File: config.mk
export PLATFORM = sky130hd
export DESIGN_NAME = epc_irq
export DESIGN_NICKNAME = d
export VERILOG_FILES = /design/src/epc_pkg.sv /design/src/epc_irq.sv
export VERILOG_INCLUDE_DIRS = /design/src
export SDC_FILE = /design/constraint.sdc
export NUM_CORES = 1
export LEC_CHECK = 0
export ABC_CLOCK_PERIOD_IN_PS = 2000
export BUFFER_PORTS_ARGS = -buffer_cell sky130_fd_sc_hd__buf_4
export CAP_MARGIN = 20
export CORE_MARGIN = 4
export CORE_UTILIZATION = 41
export CTS_CLUSTER_SIZE = 28
export DETAILED_ROUTE_END_ITERATION = 16
export MAX_ROUTING_LAYER = met4
export PLACE_DENSITY_LB_ADDON = 0.2
export SLEW_MARGIN = 25
export SYNTH_ARGS = -nofsm -noshare
export SYNTH_HDL_FRONTEND = slang
export SYNTH_SLANG_ARGS = --single-unit
File: constraint.sdc
create_clock -name hclk -period 2 [get_ports hclk]
set_input_delay 0.4 -clock hclk [delete_from_list [all_inputs] [get_ports hclk]]
set_output_delay 0.4 -clock hclk [all_outputs]
set_load 0.01 [all_outputs]
File: src/epc_defines.svh
// register map, field positions and codes of the pin-change interrupt block
// How it works
// sense code 00 low level, 01 any change, 10 falling, 11 rising edge
// dedicated pin is sampled first; pulses over one clock always caught
// in low-level mode the source holds the pin low until taken
// dedicated pin request needs global enable and its enable bit
// dedicated pin enable is bit 0; pin activity counts even as output
// group 3 enable bit 7 passes changes on inputs 30 to 24
// group 2 enable bit 6 passes changes on inputs 23 to 16
// group 1 enable bit 5 passes changes on inputs 15 to 8
// group 0 enable bit 4 passes changes on inputs 7 to 0
// software writes zero to group 2 and 3 bits on small variants
// a change in group 3, 2, 1, 0 sets flag bit 7, 6, 5, 4
// an edge or change on the dedicated pin sets flag bit 0
// set flag with both enables requests that source's own vector
// hardware clears a flag when its routine is entered
// writing one to a flag clears it; writing zero leaves it
// in low-level mode the dedicated pin flag reads zero
// mask register 3 bits 6 to 0 enable inputs 30 to 24
// mask register 2 bits 7 to 0 enable inputs 23 to 16
// mask register 1 bits 7 to 0 enable inputs 15 to 8
// mask register 0 at 0x6B enables inputs 7 to 0
// pin-change detection serves wake-up from clock-stopped sleep
// low level works without clock; edges need the clock
// reserved bits read zero and ignore writes; all reset to zero
// each change input is compared with its last sample every cycle
`ifndef EPC_DEFINES_SVH
`define EPC_DEFINES_SVH

// register indices; byte address is four times the index
`define EPC_IDX_FLAGS 8'h3C
`define EPC_IDX_ENABLES 8'h3D
`define EPC_IDX_SENSE 8'h69
`define EPC_IDX_MASK0 8'h6B
`define EPC_IDX_MASK1 8'h6C
`define EPC_IDX_MASK2 8'h6D
`define EPC_IDX_MASK3 8'h73
`define EPC_ADDR_W 10

// writable bit masks, reserved bits are zero
`define EPC_WMASK_FLAGS 8'hF1
`define EPC_WMASK_ENABLES 8'hF1
`define EPC_WMASK_SENSE 8'h03
`define EPC_WMASK_MASK3 8'h7F
`define EPC_RESET_VAL 8'h00

// field positions
`define EPC_BIT_PIN 0
`define EPC_BIT_GRP0 4

// sense codes
`define EPC_SENSE_LOW 2'h0
`define EPC_SENSE_ANY 2'h1
`define EPC_SENSE_FALL 2'h2
`define EPC_SENSE_RISE 2'h3

`define EPC_NUM_GRP 4
`define EPC_NUM_CHG 31

`endif

File: src/epc_pkg.sv
// types of the pin-change interrupt block
package epc_pkg;

  // one bit per interrupt vector
  typedef struct packed {
    logic grp3;
    logic grp2;
    logic grp1;
    logic grp0;
    logic pin;
  } epc_vec_t;

  // latched address phase of an ahb transfer
  typedef struct packed {
    logic [9:0] addr;
    logic write;
    logic mapped;
  } epc_aphase_t;

  // bus access state
  typedef enum logic [1:0] {
    EPC_BUS_IDLE,
    EPC_BUS_WRITE,
    EPC_BUS_RDWAIT
  } epc_bus_t;

endpackage

File: src/epc_irq.sv
// external dedicated pin and pin-change interrupt controller with ahb-lite slave
//
// Implementation choice: the AHB-Lite slave port.
`include "epc_defines.svh"

module epc_irq
  import epc_pkg::*;
(
  input wire logic hclk,
  input wire logic hresetn,
  input wire logic hsel,
  input wire logic [31:0] haddr,
  input wire logic [1:0] htrans,
  input wire logic hwrite,
  input wire logic [2:0] hsize,
  input wire logic [31:0] hwdata,
  input wire logic hready,
  output logic hreadyout,
  output logic [31:0] hrdata,
  output logic hresp,
  input wire logic dedicated_ext_irq_pin,
  input wire logic [30:0] change_inputs,
  input wire logic cpu_global_ie,
  input wire epc_vec_t irq_ack,
  output epc_vec_t irq_req
);

  logic [7:0] ext_irq_flags;
  logic [7:0] ext_irq_enables;
  logic [7:0] ext_irq_sense_control;
  logic [7:0] pin_change_mask_group0;
  logic [7:0] pin_change_mask_group1;
  logic [7:0] pin_change_mask_group2;
  logic [7:0] pin_change_mask_group3;

  logic pin_q;
  logic pin_prev;
  logic [30:0] chg_q;
  logic [30:0] chg_prev;
  logic [31:0] chg_diff;
  logic [31:0] mask_all;
  logic [3:0] grp_hit;
  logic pin_edge;
  logic level_mode;

  epc_bus_t bus_st;
  epc_aphase_t aph;
  logic accept;
  logic [9:0] a_low;
  logic a_mapped;
  logic wr_now;
  logic [7:0] wdat;
  logic [7:0] rmux;
  logic [7:0] set_ev;
  logic [7:0] clr_ev;
  logic [7:0] ack_bits;
  logic [7:0] next_flags;
  epc_vec_t next_req;

  // ---------------- bus slave ----------------
  assign accept = hsel && hready && htrans[1];
  assign a_low = haddr[9:0];
  assign a_mapped = (haddr[31:10] == 22'h000000) && (haddr[1:0] == 2'h0) && (
    a_low == {`EPC_IDX_FLAGS, 2'h0} || a_low == {`EPC_IDX_ENABLES, 2'h0} ||
    a_low == {`EPC_IDX_SENSE, 2'h0} || a_low == {`EPC_IDX_MASK0, 2'h0} ||
    a_low == {`EPC_IDX_MASK1, 2'h0} || a_low == {`EPC_IDX_MASK2, 2'h0} ||
    a_low == {`EPC_IDX_MASK3, 2'h0});

  always_ff @(posedge hclk or negedge hresetn) begin
    if (!hresetn) begin
      bus_st <= EPC_BUS_IDLE;
      aph <= '0;
    end else begin
      case (bus_st)
        EPC_BUS_RDWAIT: begin
          bus_st <= EPC_BUS_IDLE;
        end
        default: begin
          if (accept) begin
            aph <= '{addr: a_low, write: hwrite, mapped: a_mapped};
            bus_st <= hwrite ? EPC_BUS_WRITE : EPC_BUS_RDWAIT;
          end else begin
            bus_st <= EPC_BUS_IDLE;
          end
        end
      endcase
    end
  end

  // reads take one wait state so the data reflect any write just finished
  always_ff @(posedge hclk or negedge hresetn) begin
    if (!hresetn) begin
      hreadyout <= 1'b1;
    end else begin
      hreadyout <= !(accept && !hwrite && bus_st != EPC_BUS_RDWAIT);
    end
  end

  always_ff @(posedge hclk or negedge hresetn) begin
    if (!hresetn) begin
      hresp <= 1'b0;
    end else begin
      hresp <= 1'b0;
    end
  end

  assign wr_now = (bus_st == EPC_BUS_WRITE) && aph.mapped;
  assign wdat = hwdata[7:0];

  always_comb begin
    rmux = 8'h00;
    if (aph.mapped) begin
      case (aph.addr)
        {`EPC_IDX_FLAGS, 2'h0}: rmux = ext_irq_flags;
        {`EPC_IDX_ENABLES, 2'h0}: rmux = ext_irq_enables;
        {`EPC_IDX_SENSE, 2'h0}: rmux = ext_irq_sense_control;
        {`EPC_IDX_MASK0, 2'h0}: rmux = pin_change_mask_group0;
        {`EPC_IDX_MASK1, 2'h0}: rmux = pin_change_mask_group1;
        {`EPC_IDX_MASK2, 2'h0}: rmux = pin_change_mask_group2;
        {`EPC_IDX_MASK3, 2'h0}: rmux = pin_change_mask_group3;
        default: rmux = 8'h00;
      endcase
    end
  end

  always_ff @(posedge hclk or negedge hresetn) begin
    if (!hresetn) begin
      hrdata <= 32'h00000000;
    end else if (bus_st == EPC_BUS_RDWAIT) begin
      hrdata <= {24'h000000, rmux};
    end
  end

  // ---------------- control registers ----------------
  // reserved bits masked
  always_ff @(posedge hclk or negedge hresetn) begin
    if (!hresetn) begin
      ext_irq_enables <= `EPC_RESET_VAL;
      ext_irq_sense_control <= `EPC_RESET_VAL;
    end else if (wr_now) begin
      if (aph.addr == {`EPC_IDX_ENABLES, 2'h0}) begin
        ext_irq_enables <= wdat & `EPC_WMASK_ENABLES;
      end
      if (aph.addr == {`EPC_IDX_SENSE, 2'h0}) begin
        ext_irq_sense_control <= wdat & `EPC_WMASK_SENSE;
      end
    end
  end

  // per-input mask registers
  always_ff @(posedge hclk or negedge hresetn) begin
    if (!hresetn) begin
      pin_change_mask_group0 <= `EPC_RESET_VAL;
      pin_change_mask_group1 <= `EPC_RESET_VAL;
      pin_change_mask_group2 <= `EPC_RESET_VAL;
      pin_change_mask_group3 <= `EPC_RESET_VAL;
    end else if (wr_now) begin
      if (aph.addr == {`EPC_IDX_MASK0, 2'h0}) begin
        pin_change_mask_group0 <= wdat;
      end
      if (aph.addr == {`EPC_IDX_MASK1, 2'h0}) begin
        pin_change_mask_group1 <= wdat;
      end
      if (aph.addr == {`EPC_IDX_MASK2, 2'h0}) begin
        pin_change_mask_group2 <= wdat;
      end
      if (aph.addr == {`EPC_IDX_MASK3, 2'h0}) begin
        pin_change_mask_group3 <= wdat & `EPC_WMASK_MASK3;
      end
    end
  end

  // ---------------- input sampling ----------------
  // sample then compare with previous sample
  // detection here is clocked; clock-free wake lies outside
  always_ff @(posedge hclk or negedge hresetn) begin
    if (!hresetn) begin
      pin_q <= 1'b1;
      pin_prev <= 1'b1;
      chg_q <= 31'h00000000;
      chg_prev <= 31'h00000000;
    end else begin
      pin_q <= dedicated_ext_irq_pin;
      pin_prev <= pin_q;
      chg_q <= change_inputs;
      chg_prev <= chg_q;
    end
  end

  assign level_mode = ext_irq_sense_control[1:0] == `EPC_SENSE_LOW;

  // edge selection by sense code
  always_comb begin
    case (ext_irq_sense_control[1:0])
      `EPC_SENSE_ANY: pin_edge = pin_q != pin_prev;
      `EPC_SENSE_FALL: pin_edge = pin_prev && !pin_q;
      `EPC_SENSE_RISE: pin_edge = !pin_prev && pin_q;
      default: pin_edge = 1'b0;
    endcase
  end

  // difference per input
  assign chg_diff = {1'b0, chg_q ^ chg_prev};
  assign mask_all = {pin_change_mask_group3 & `EPC_WMASK_MASK3, pin_change_mask_group2,
    pin_change_mask_group1, pin_change_mask_group0};

  // group hit from unmasked changes
  genvar g;
  generate
    for (g = 0; g < `EPC_NUM_GRP; g++) begin : gen_grp
      assign grp_hit[g] = |(chg_diff[8*g +: 8] & mask_all[8*g +: 8]);
    end
  endgenerate

  // ---------------- flags ----------------
  // set events aligned with flag bits
  assign set_ev = {grp_hit, 3'h0, pin_edge};
  assign ack_bits = {irq_ack.grp3, irq_ack.grp2, irq_ack.grp1, irq_ack.grp0, 3'h0, irq_ack.pin};
  // ack and write-one clear sources
  assign clr_ev = ack_bits | ((wr_now && aph.addr == {`EPC_IDX_FLAGS, 2'h0}) ?
    (wdat & `EPC_WMASK_FLAGS) : 8'h00);

  always_comb begin
    // set wins over clear
    next_flags = ((ext_irq_flags & ~clr_ev) | set_ev) & `EPC_WMASK_FLAGS;
    // flag held cleared in low-level mode
    if (level_mode) begin
      next_flags[`EPC_BIT_PIN] = 1'b0;
    end
  end

  always_ff @(posedge hclk or negedge hresetn) begin
    if (!hresetn) begin
      ext_irq_flags <= `EPC_RESET_VAL;
    end else begin
      ext_irq_flags <= next_flags;
    end
  end

  // ---------------- vector requests ----------------
  // each request gated by global and own enable
  always_comb begin
    next_req.pin = cpu_global_ie && ext_irq_enables[`EPC_BIT_PIN] &&
      (level_mode ? !pin_q : ext_irq_flags[`EPC_BIT_PIN]);
    next_req.grp0 = cpu_global_ie && ext_irq_enables[`EPC_BIT_GRP0] &&
      ext_irq_flags[`EPC_BIT_GRP0];
    next_req.grp1 = cpu_global_ie && ext_irq_enables[`EPC_BIT_GRP0 + 1] &&
      ext_irq_flags[`EPC_BIT_GRP0 + 1];
    next_req.grp2 = cpu_global_ie && ext_irq_enables[`EPC_BIT_GRP0 + 2] &&
      ext_irq_flags[`EPC_BIT_GRP0 + 2];
    next_req.grp3 = cpu_global_ie && ext_irq_enables[`EPC_BIT_GRP0 + 3] &&
      ext_irq_flags[`EPC_BIT_GRP0 + 3];
  end

  always_ff @(posedge hclk or negedge hresetn) begin
    if (!hresetn) begin
      irq_req <= '0;
    end else begin
      irq_req <= next_req;
    end
  end
endmodule

Yosys cells after proc, flatten, opt, wreduce, memory -nomap -nowiden
Index checks and enable logic that the tools add are counted.

word-level totals
  bits in registers = 134
  input port bits = 112
  output and inout port bits = 39
  logic and storage cells = 105

cells by class
  equal/unequal tests = 21
  muxes and demuxes = 9
  bitwise logic cells = 10
  reductions and logical operators = 44

operators by type and width
  cell                 count
  $eq 10x9->1 const B  10
  $pmux 8 s7           1
  $eq 10x8->1 const B  4
  $and 8x8->8          4
  $reduce_or 8->1      4
  $xor 31x31->31       1
  $logic_not 22->1     1
  $logic_and 1x1->1    20
  $mux 8               2
  $or 8x8->8           2
  $reduce_and 2->1     7
  $not 8->8            1
  $and 7x7->7          1
  $eq 2x2->1 const B   3
  $logic_or 1x1->1     6
  $mux 2               3
  $eq 2x1->1 const B   2
  $logic_not 1->1      4
  $logic_not 2->1      2
  $pmux 1 s3           1
  $mux 1               2
  $ne 2x2->1 const B   1
  $ne 1x1->1           1
  $not 1->1            1

Logic depth before layout (Yosys ltp)
Gate-level depths: netlist of the first run.

  word-level depth = 9
  mapped depth = 6
  mapped depth without buffers = 5

Least setup slack after synthesis of the first run
Ideal clock, no wire load.

  path type = flip-flop to flip-flop
  from = reg aph[3] in the netlist's numbering
  to = reg pin_change_mask_group1[0]
  library setup time = 0.125 ns
  data arrival time = 1.761 ns
  data required time = 1.875 ns
  setup slack = 0.114 ns
  cell stages (with the launch flop) = 6
  path buffers = 1
  period minus slack after synthesis = 1.886 ns
  path through = dfrtp_1 or3_1 buf_6 nor4_4 nand2_4 mux2_4

between the ends
  word-level cells in the longest chain between the ends = 2

ends and longest elaborated chain
  item                        line            source
  start: declaration          epc_irq.sv:47   epc_aphase_t aph;
  start signal: assignment    epc_irq.sv:80   aph <= '{addr: a_low, write: hwrite, mapped: a_mapped};
  $eq 10x9->1                 epc_irq.sv:161  if (aph.addr == {`EPC_IDX_MASK1, 2'h0}) begin
  $reduce_and 2->1 (no line)  n/a
  end signal: assignment      epc_irq.sv:154  pin_change_mask_group1 <= `EPC_RESET_VAL;
  end signal: assignment      epc_irq.sv:162  pin_change_mask_group1 <= wdat;
  end: declaration            epc_irq.sv:32   logic [7:0] pin_change_mask_group1;

Every way passes these cells.
A chain may end at the register's enable or synchronous reset.

Worst setup path after layout of the first run
  from = reg aph[3] in the netlist's numbering
  to = reg hrdata[1]

between the ends
  word-level cells in the longest chain between the ends = 3
  elaborated cells between the ends (all ways) = 9
  those cells by class = 7 x eq/ne; 2 x mux

ends and longest elaborated chain
  item                                               line            source
  $eq 10x9->1 / $eq 10x8->1 (equally long branches)  epc_irq.sv:113  case (aph.addr)
  $pmux 8 s7 (*)                                     epc_irq.sv:113
  $mux 8 (*)                                         epc_irq.sv:112  if (aph.mapped) begin
  end signal: assignment                             epc_irq.sv:130  hrdata <= {24'h000000, rmux};
  end: declaration                                   epc_irq.sv:19   output logic [31:0] hrdata,

Every way passes the cells marked *; elsewhere a longest branch is shown, timed or not.

==> flow_summary.ini, run 1 <==
[sta]
hold_viol = 0
finalSetupViolations = 0
fin_skew_ps = 8.633
slew_headroom_pct = 56.93
rsz0062_at_grt = no
final.setup.tns_ps = 0
max_freq_mhz = 516.7
fin_crit_ps = 1935
worst_pin_slew_ps = 629.7
slew_viol_final = 0
setup_slack_ps = 64.82
fin_crit_sh_pct = 96.76

[global_route]
grt_pass1_vias = 3843
grt_max_degree = 46
grt_remaining_overflow = 0
antenna_found_initial = 0
grt_use_total_pct = 17.41
grt_pass1_wl_mm = 20.33

[route]
wl_mm = 12.83
met1Wirelength_mm = 5.504
dr.pass1.iters = 5
first_iter_violations = 232
final_antenna_net_count = 0
vias = 3779
wl_per_cell_um = 17.50
remaining_drc_errors = 0
dr_wl_met2_mm = 6.164
wl_met3_um = 954
routed.top_layer = met4
vias_per_cell = 5.156

[clocking]
cts_buffer_depth = 2
cts_root_buf = clkbuf_16
clock-sinks = 134
worstSkewPairLatency_ps = 420
cts_tree = done
numCtsBuffers = 17
clk_pin_slew_ps = 60
htreeDepth = 4

[logic_synthesis]
synth_cell_types = 55
synth_top_area_cell = dfrtp_1
synth-seq-cells = 134
async_reset_ff_share_pct = 100.0
synthCells = 416
yosysWarnings = 0
synth_edf_count = 0
netlist.area_leader.share_pct = 58.36
netlist_area_mm2 = 0.005617
ys_seq_area_share_pct = 59.77
ys_top_cells_by_area = dfrtp_1, mux2_2, xor2_1, buf_4, a22oi_1
syn_area_per_cell_um2 = 13.50
ys.flop_type = dfrtp_1

[final_layout]
area_growth_pct = 30.16
nFillCells = 1125
finalInstanceArea_mm2 = 0.007311
layout-drive-gt1-share_pct = 39.50
final_nets = 658
utilization_pct = 54.77
antennaDiodeCount = 0

[floorplanning]
dieArea_mm2 = 0.01564
die_height_um = 125.0
core_area_mm2 = 0.01335
ios = 151
die_w_um = 125.0
start_util_pct = 42.08
rows = 42

[power_and_ir_drop]
p_leak_nw = 3.411
power-per-cell-area_mw_per_mm2 = 940.5
ir_drop_mv = 0.6762

[run_status]
outcome = complete, no violations

[worst_hold_path]
hold_class = input pin to flip-flop

[critical_path]
cp.required_ps = 2330
worstPathCellList = or4b_2 > nor3_1 > buf_4 > a222oi_1 > a22oi_1
critPathSlowestCell = or4b_2
crit_arrival_ps = 2260
crit_path_end_kind = flip-flop
cpPeakStageDelay_ps = 770
path_class = flip-flop to flip-flop
crit_fanout = 6
crit_path_start_kind = flip-flop

[flow_run]
maxCapViolations = 0

[placement]
numPortBuffers = 97
place_ws_ps = 17.00
placed_cell_area_mm2 = 0.006628
gp_congestion = 0.8284
hpwl_mm = 9.624
-- metrics by stage --
step                hold WS [ps]  instances  total power (W)
global placement           378.9        698         0.003657
detailed placement         382.7        698         0.003672
finish                     87.55        733         0.006876
floorplan                  104.4        440         0.003358
global route               56.88        733         0.007142
CTS                        67.52        731         0.006939
-- cells by family after synthesis --
logic type,Yosys count,share of synthesized area (%)
flops,134,59.77
simple gates,91,10.85
mux,58,12.03
buf+inv,50,5.213
compound gates,48,6.639
xor+xnor,32,4.990
fa+ha+maj,2,0.4455
other cells,1,0.06677
-- cells in the final DEF (no fill, tap or decap), types with 5 or more instances in the layout --
cell type / instances
a222oi_1: 5
a22oi_1: 20
and3_1: 5
buf_12: 5
buf_4: 113
clkbuf_16: 17
conb_1: 25
dfrtp_1: 131
inv_1: 16
mux2_2: 44
mux2_4: 8
mux2i_1: 6
nand2_1: 16
nand4_1: 5
nor4_1: 19
o21ai_0: 5
xor2_1: 31
-- registers in the layout, summed over array words and instances (netlist names), 5 cells and up --
register,cells
aph,11
ext_irq_enables,5
pin_change_mask_group2,8
pin_change_mask_group1,8
hrdata,8
irq_req,5
pin_change_mask_group0,8
chg_q,31
chg_prev,31
pin_change_mask_group3,7
ext_irq_flags,5
-- layout make-up --
cell class / count / area (um2) / area share [%]
Tap cell: 176 / 220.2 / 3.012
Clock inverter: 10 / 142.6 / 1.951
Timing Repair Buffer: 119 / 958.4 / 13.11
Clock buffer: 22 / 484.2 / 6.623
Sequential cell: 134 / 3357 / 45.92
Multi-Input combinational cell: 256 / 2088 / 28.56
Inverter: 16 / 60.06 / 0.8215
-- repair_timing --
item                                    4_1_cts  5_1_grt
hold buffers                                  1        0
resized for setup                             1        4
endpoints found under the setup margin        1       14
endpoints found under the hold margin        31        0
pin swaps                                     0        2
setup buffers                                 0        2
-- synthesized netlist by cell type, types with 3 or more instances --
library cell and instances:
nor3_1 5, buf_4 25, mux2i_1 6, a2111oi_0 4, buf_2 3, a211o_1 3
xor2_1 31, a222oi_1 5, mux2_2 44, nand2_1 16, nor2_1 3, nor4_1 21
nand4_1 5, clkbuf_1 4, dfstp_2 3, mux2_4 8, inv_1 16, a22oi_1 20
dfrtp_1 131, o21ai_0 5, or3_1 3, and3_1 5, nand2b_1 4
-- worst max-delay path, delay by kind of cell, from the launching register on --
kind                   cells  cell delay [ps]
flip-flops                 1              430
AO/OA/AOI/OAI              2              250
AND/OR/NAND/NOR            2             1000
buffers and inverters      1              170
-- layer usage --
metal | GRT usage (%) | vias to the layer above
li1 | - | 1735
met1 | 21.87 | 1875
met2 | 26.29 | 153
met3 | 5.672 | 16
met4 | 6.888 | 0
met5 | - | -
-- power by group --
group | internal [W] | switching, W
registers | 0.00286 | 0.000128
logic | 0.000331 | 0.000329
clock network | 0.00210 | 0.00113
total | 0.00528 | 0.00159
-- worst paths after layout --
kind	start	to	slack (ps)	depth (start not counted)
worst max-delay path	aph[3]$_DFFE_PN0P_	hrdata[1]$_DFFE_PN0N_	60	5
worst min-delay path	change_inputs[19]	chg_q[19]$_DFF_PN0_	90	1
worst max register to register	aph[3]$_DFFE_PN0P_	hrdata[1]$_DFFE_PN0N_	60	5
worst min register to register	chg_q[27]$_DFF_PN0_	chg_prev[27]$_DFF_PN0_	390	0
max in group asynchronous	hresetn	ext_irq_flags[7]$_DFF_PN0_	850	3
min in group asynchronous	hresetn	irq_req[4]$_DFF_PN0_	530	2
(Power assumes the default switching activity.)
==> run 2, diff against run 1 <==
--- a/config.mk
+++ b/config.mk
@@ -7,12 +7,12 @@
 export NUM_CORES = 1
 export LEC_CHECK = 0
 export ABC_CLOCK_PERIOD_IN_PS = 2000
-export BUFFER_PORTS_ARGS = -buffer_cell sky130_fd_sc_hd__buf_4
-export CAP_MARGIN = 20
+export CAP_MARGIN = 5
 export CORE_MARGIN = 4
 export CORE_UTILIZATION = 41
 export CTS_CLUSTER_SIZE = 28
 export DETAILED_ROUTE_END_ITERATION = 16
+export DONT_BUFFER_PORTS = 1
 export MAX_ROUTING_LAYER = met4
 export PLACE_DENSITY_LB_ADDON = 0.2
 export SLEW_MARGIN = 25
==> run 2 against run 1 <==
  * Sequential share of layout area increased by 3.2 points
  * Sequential power about the same
  * Register-to-register slack about the same
  * Via count decreased by 7.2%
  * Cell area decreased by 6.4%
  * Routed wire length decreased by 1.4%
  * Highest routed layer unchanged
  * First-iteration DRC count decreased by 12%
  * Clock skew increased by 3.7 ps
  * The flow now finishes with violations (hold timing)
  * Worst setup slack improved by 14 ps
  * Die area unchanged
  * Core utilization decreased by 3.5 points
==> flow_summary.ini, run 2 (synthesis results as in run 1) <==
[clocking]
worstSkewPairLatency_ps = 420
cts_buffer_depth = 2
htreeDepth = 4
holdBufCountCts = 32
cts_tree = done
cts_root_buf = clkbuf_16
numCtsBuffers = 17
clk_pin_slew_ps = 60
clock-sinks = 134

[critical_path]
crit_path_start_kind = flip-flop
endpoint = ext_irq_flags[4]$_DFF_PN0_
reg2reg_slack_ps = 80
r2r_start = aph[3]$_DFFE_PN0P_
critPathLaunch = aph[3]$_DFFE_PN0P_
crit_path_end_kind = flip-flop
cp.required_ps = 2310
ff2ff_path_depth = 6
crit_fanout = 9
crit_arrival_ps = 2230
r2r_end = ext_irq_flags[4]$_DFF_PN0_
path_class = flip-flop to flip-flop

[floorplanning]
die_w_um = 125.0
dieArea_mm2 = 0.01564
core_area_mm2 = 0.01335
rows = 42
die_height_um = 125.0
ios = 151
start_util_pct = 42.08

[sta]
worst_hold_slack_ps = -328.5
worst_pin_slew_ps = 505.7
slew_viol_final = 0
finalSetupViolations = 0
hold_viol = 134
max_freq_mhz = 520.5
rsz0062_at_grt = no
fin_skew_ps = 12.38
fin_crit_sh_pct = 96.06
slew_headroom_pct = 66.06
fin_crit_ps = 1921
final.setup.tns_ps = 0

[route]
first_iter_violations = 205
wl_per_cell_um = 18.83
wl_mm = 12.66
remaining_drc_errors = 0
vias_per_cell = 5.217
vias = 3506
dr.pass1.iters = 4
final_antenna_net_count = 0

[global_route]
grt_max_degree = 135
grt_use_total_pct = 17.75
antenna_found_initial = 0
grt_remaining_overflow = 0
grt_pass1_wl_mm = 20.65
grt_pass1_vias = 3755

[final_layout]
layout_commonest_cell = dfrtp_1
area_growth_pct = 21.79
finalInstanceArea_mm2 = 0.006840
layout_common_cells = dfrtp_1, mux2_2, dlygate4sd3_1, xor2_1, buf_4
largestRegisters = chg_prev: 31 flops, chg_q: 31 flops, aph: 11 flops
layout-drive-gt1-share_pct = 25.60
antennaDiodeCount = 0
final_nets = 597

[power_and_ir_drop]
power-per-cell-area_mw_per_mm2 = 971.5
ir_drop_mv = 0.6732
p_leak_nw = 3.041

[worst_hold_path]
hold_class = input pin to asynchronous set/reset pin

[run_status]
violations = hold timing
outcome = complete, but fails checks

[placement]
placed_cell_area_mm2 = 0.005889
numPortBuffers = 0
hpwl_mm = 9.248
gp_congestion = 0.8121

[flow_run]
maxCapViolations = 0
[run 2: power breakdown]
| part | leakage, nW | switching (W) | internal (W) |
|---|---|---|---|
| logic | 1.14 | 0.000239 | 0.000261 |
| registers | 1.62 | 0.000130 | 0.00285 |
| clock network | 0.283 | 0.00119 | 0.00197 |
| total | 3.04 | 0.00156 | 0.00509 |
[run 2: through the flow]
| step | total power, W | cells | setup WS, ps | hold slack, ps | util, % |
|---|---|---|---|---|---|
| floorplan | 0.003358 | 440 | 114.5 | 104.4 | - |
| finish | 0.006645 | 672 | 78.83 | -328.5 | 51.25 |
| global route | 0.006916 | 672 | 6.235 | -357.2 | 51.25 |
| detailed placement | 0.003469 | 608 | 17.59 | 108.9 | 44.12 |
| CTS | 0.006734 | 672 | 29.56 | -354.8 | 51.11 |
| global placement | 0.003462 | 608 | 37.49 | 107.9 | 44.12 |
[run 2: metal layers]
metal	GRT usage, %	part of all wire (%)	vias to the layer above
met1	21.69	42	1761
met3	6.055	7.3	19
met4	6.122	1.8	0
met2	27.74	49	121
li1	-	-	1605
met5	-	0	-
[run 2: cell type report]
type,count,area [um2]
Inverter,16,60.06
Clock buffer,18,429.2
Clock inverter,14,177.7
Fill cell,1144,6507
Multi-Input combinational cell,256,2081
Sequential cell,134,3357
Tap cell,176,220.2
Timing Repair Buffer,58,515.5
[run 2: how the worst min path moves through the flow]
| stage | start | end | cells past startpoint |
|---|---|---|---|
| 2_1_floorplan | hresetn | aph[0]$_DFFE_PN0P_ | 0 |
| 3_3_place_gp | hresetn | hrdata[0]$_DFFE_PN0N_ | 0 |
| 3_5_place_dp | hresetn | hrdata[7]$_DFFE_PN0N_ | 0 |
| 4_1_cts | hresetn | aph[2]$_DFFE_PN0P_ | 0 |
| 5_1_grt | hresetn | aph[2]$_DFFE_PN0P_ | 0 |
| 6_report | hresetn | hrdata[0]$_DFFE_PN0N_ | 0 |
[run 2: worst max-delay path, cell delays in order (launching register included)]
cell and delay [ps]:
dfrtp_1 420, or3_1 440, buf_4 200, nor4_4 230, buf_4 210, nand2_1 70
a31o_2 240
[run 2: timing repair]
| item | CTS | global route |
|---|---|---|
| setup buffers | 0 | 0 |
| hold endpoints to repair | 166 | 134 |
| endpoints found under the setup margin | 4 | 12 |
| gates resized for setup | 1 | 4 |
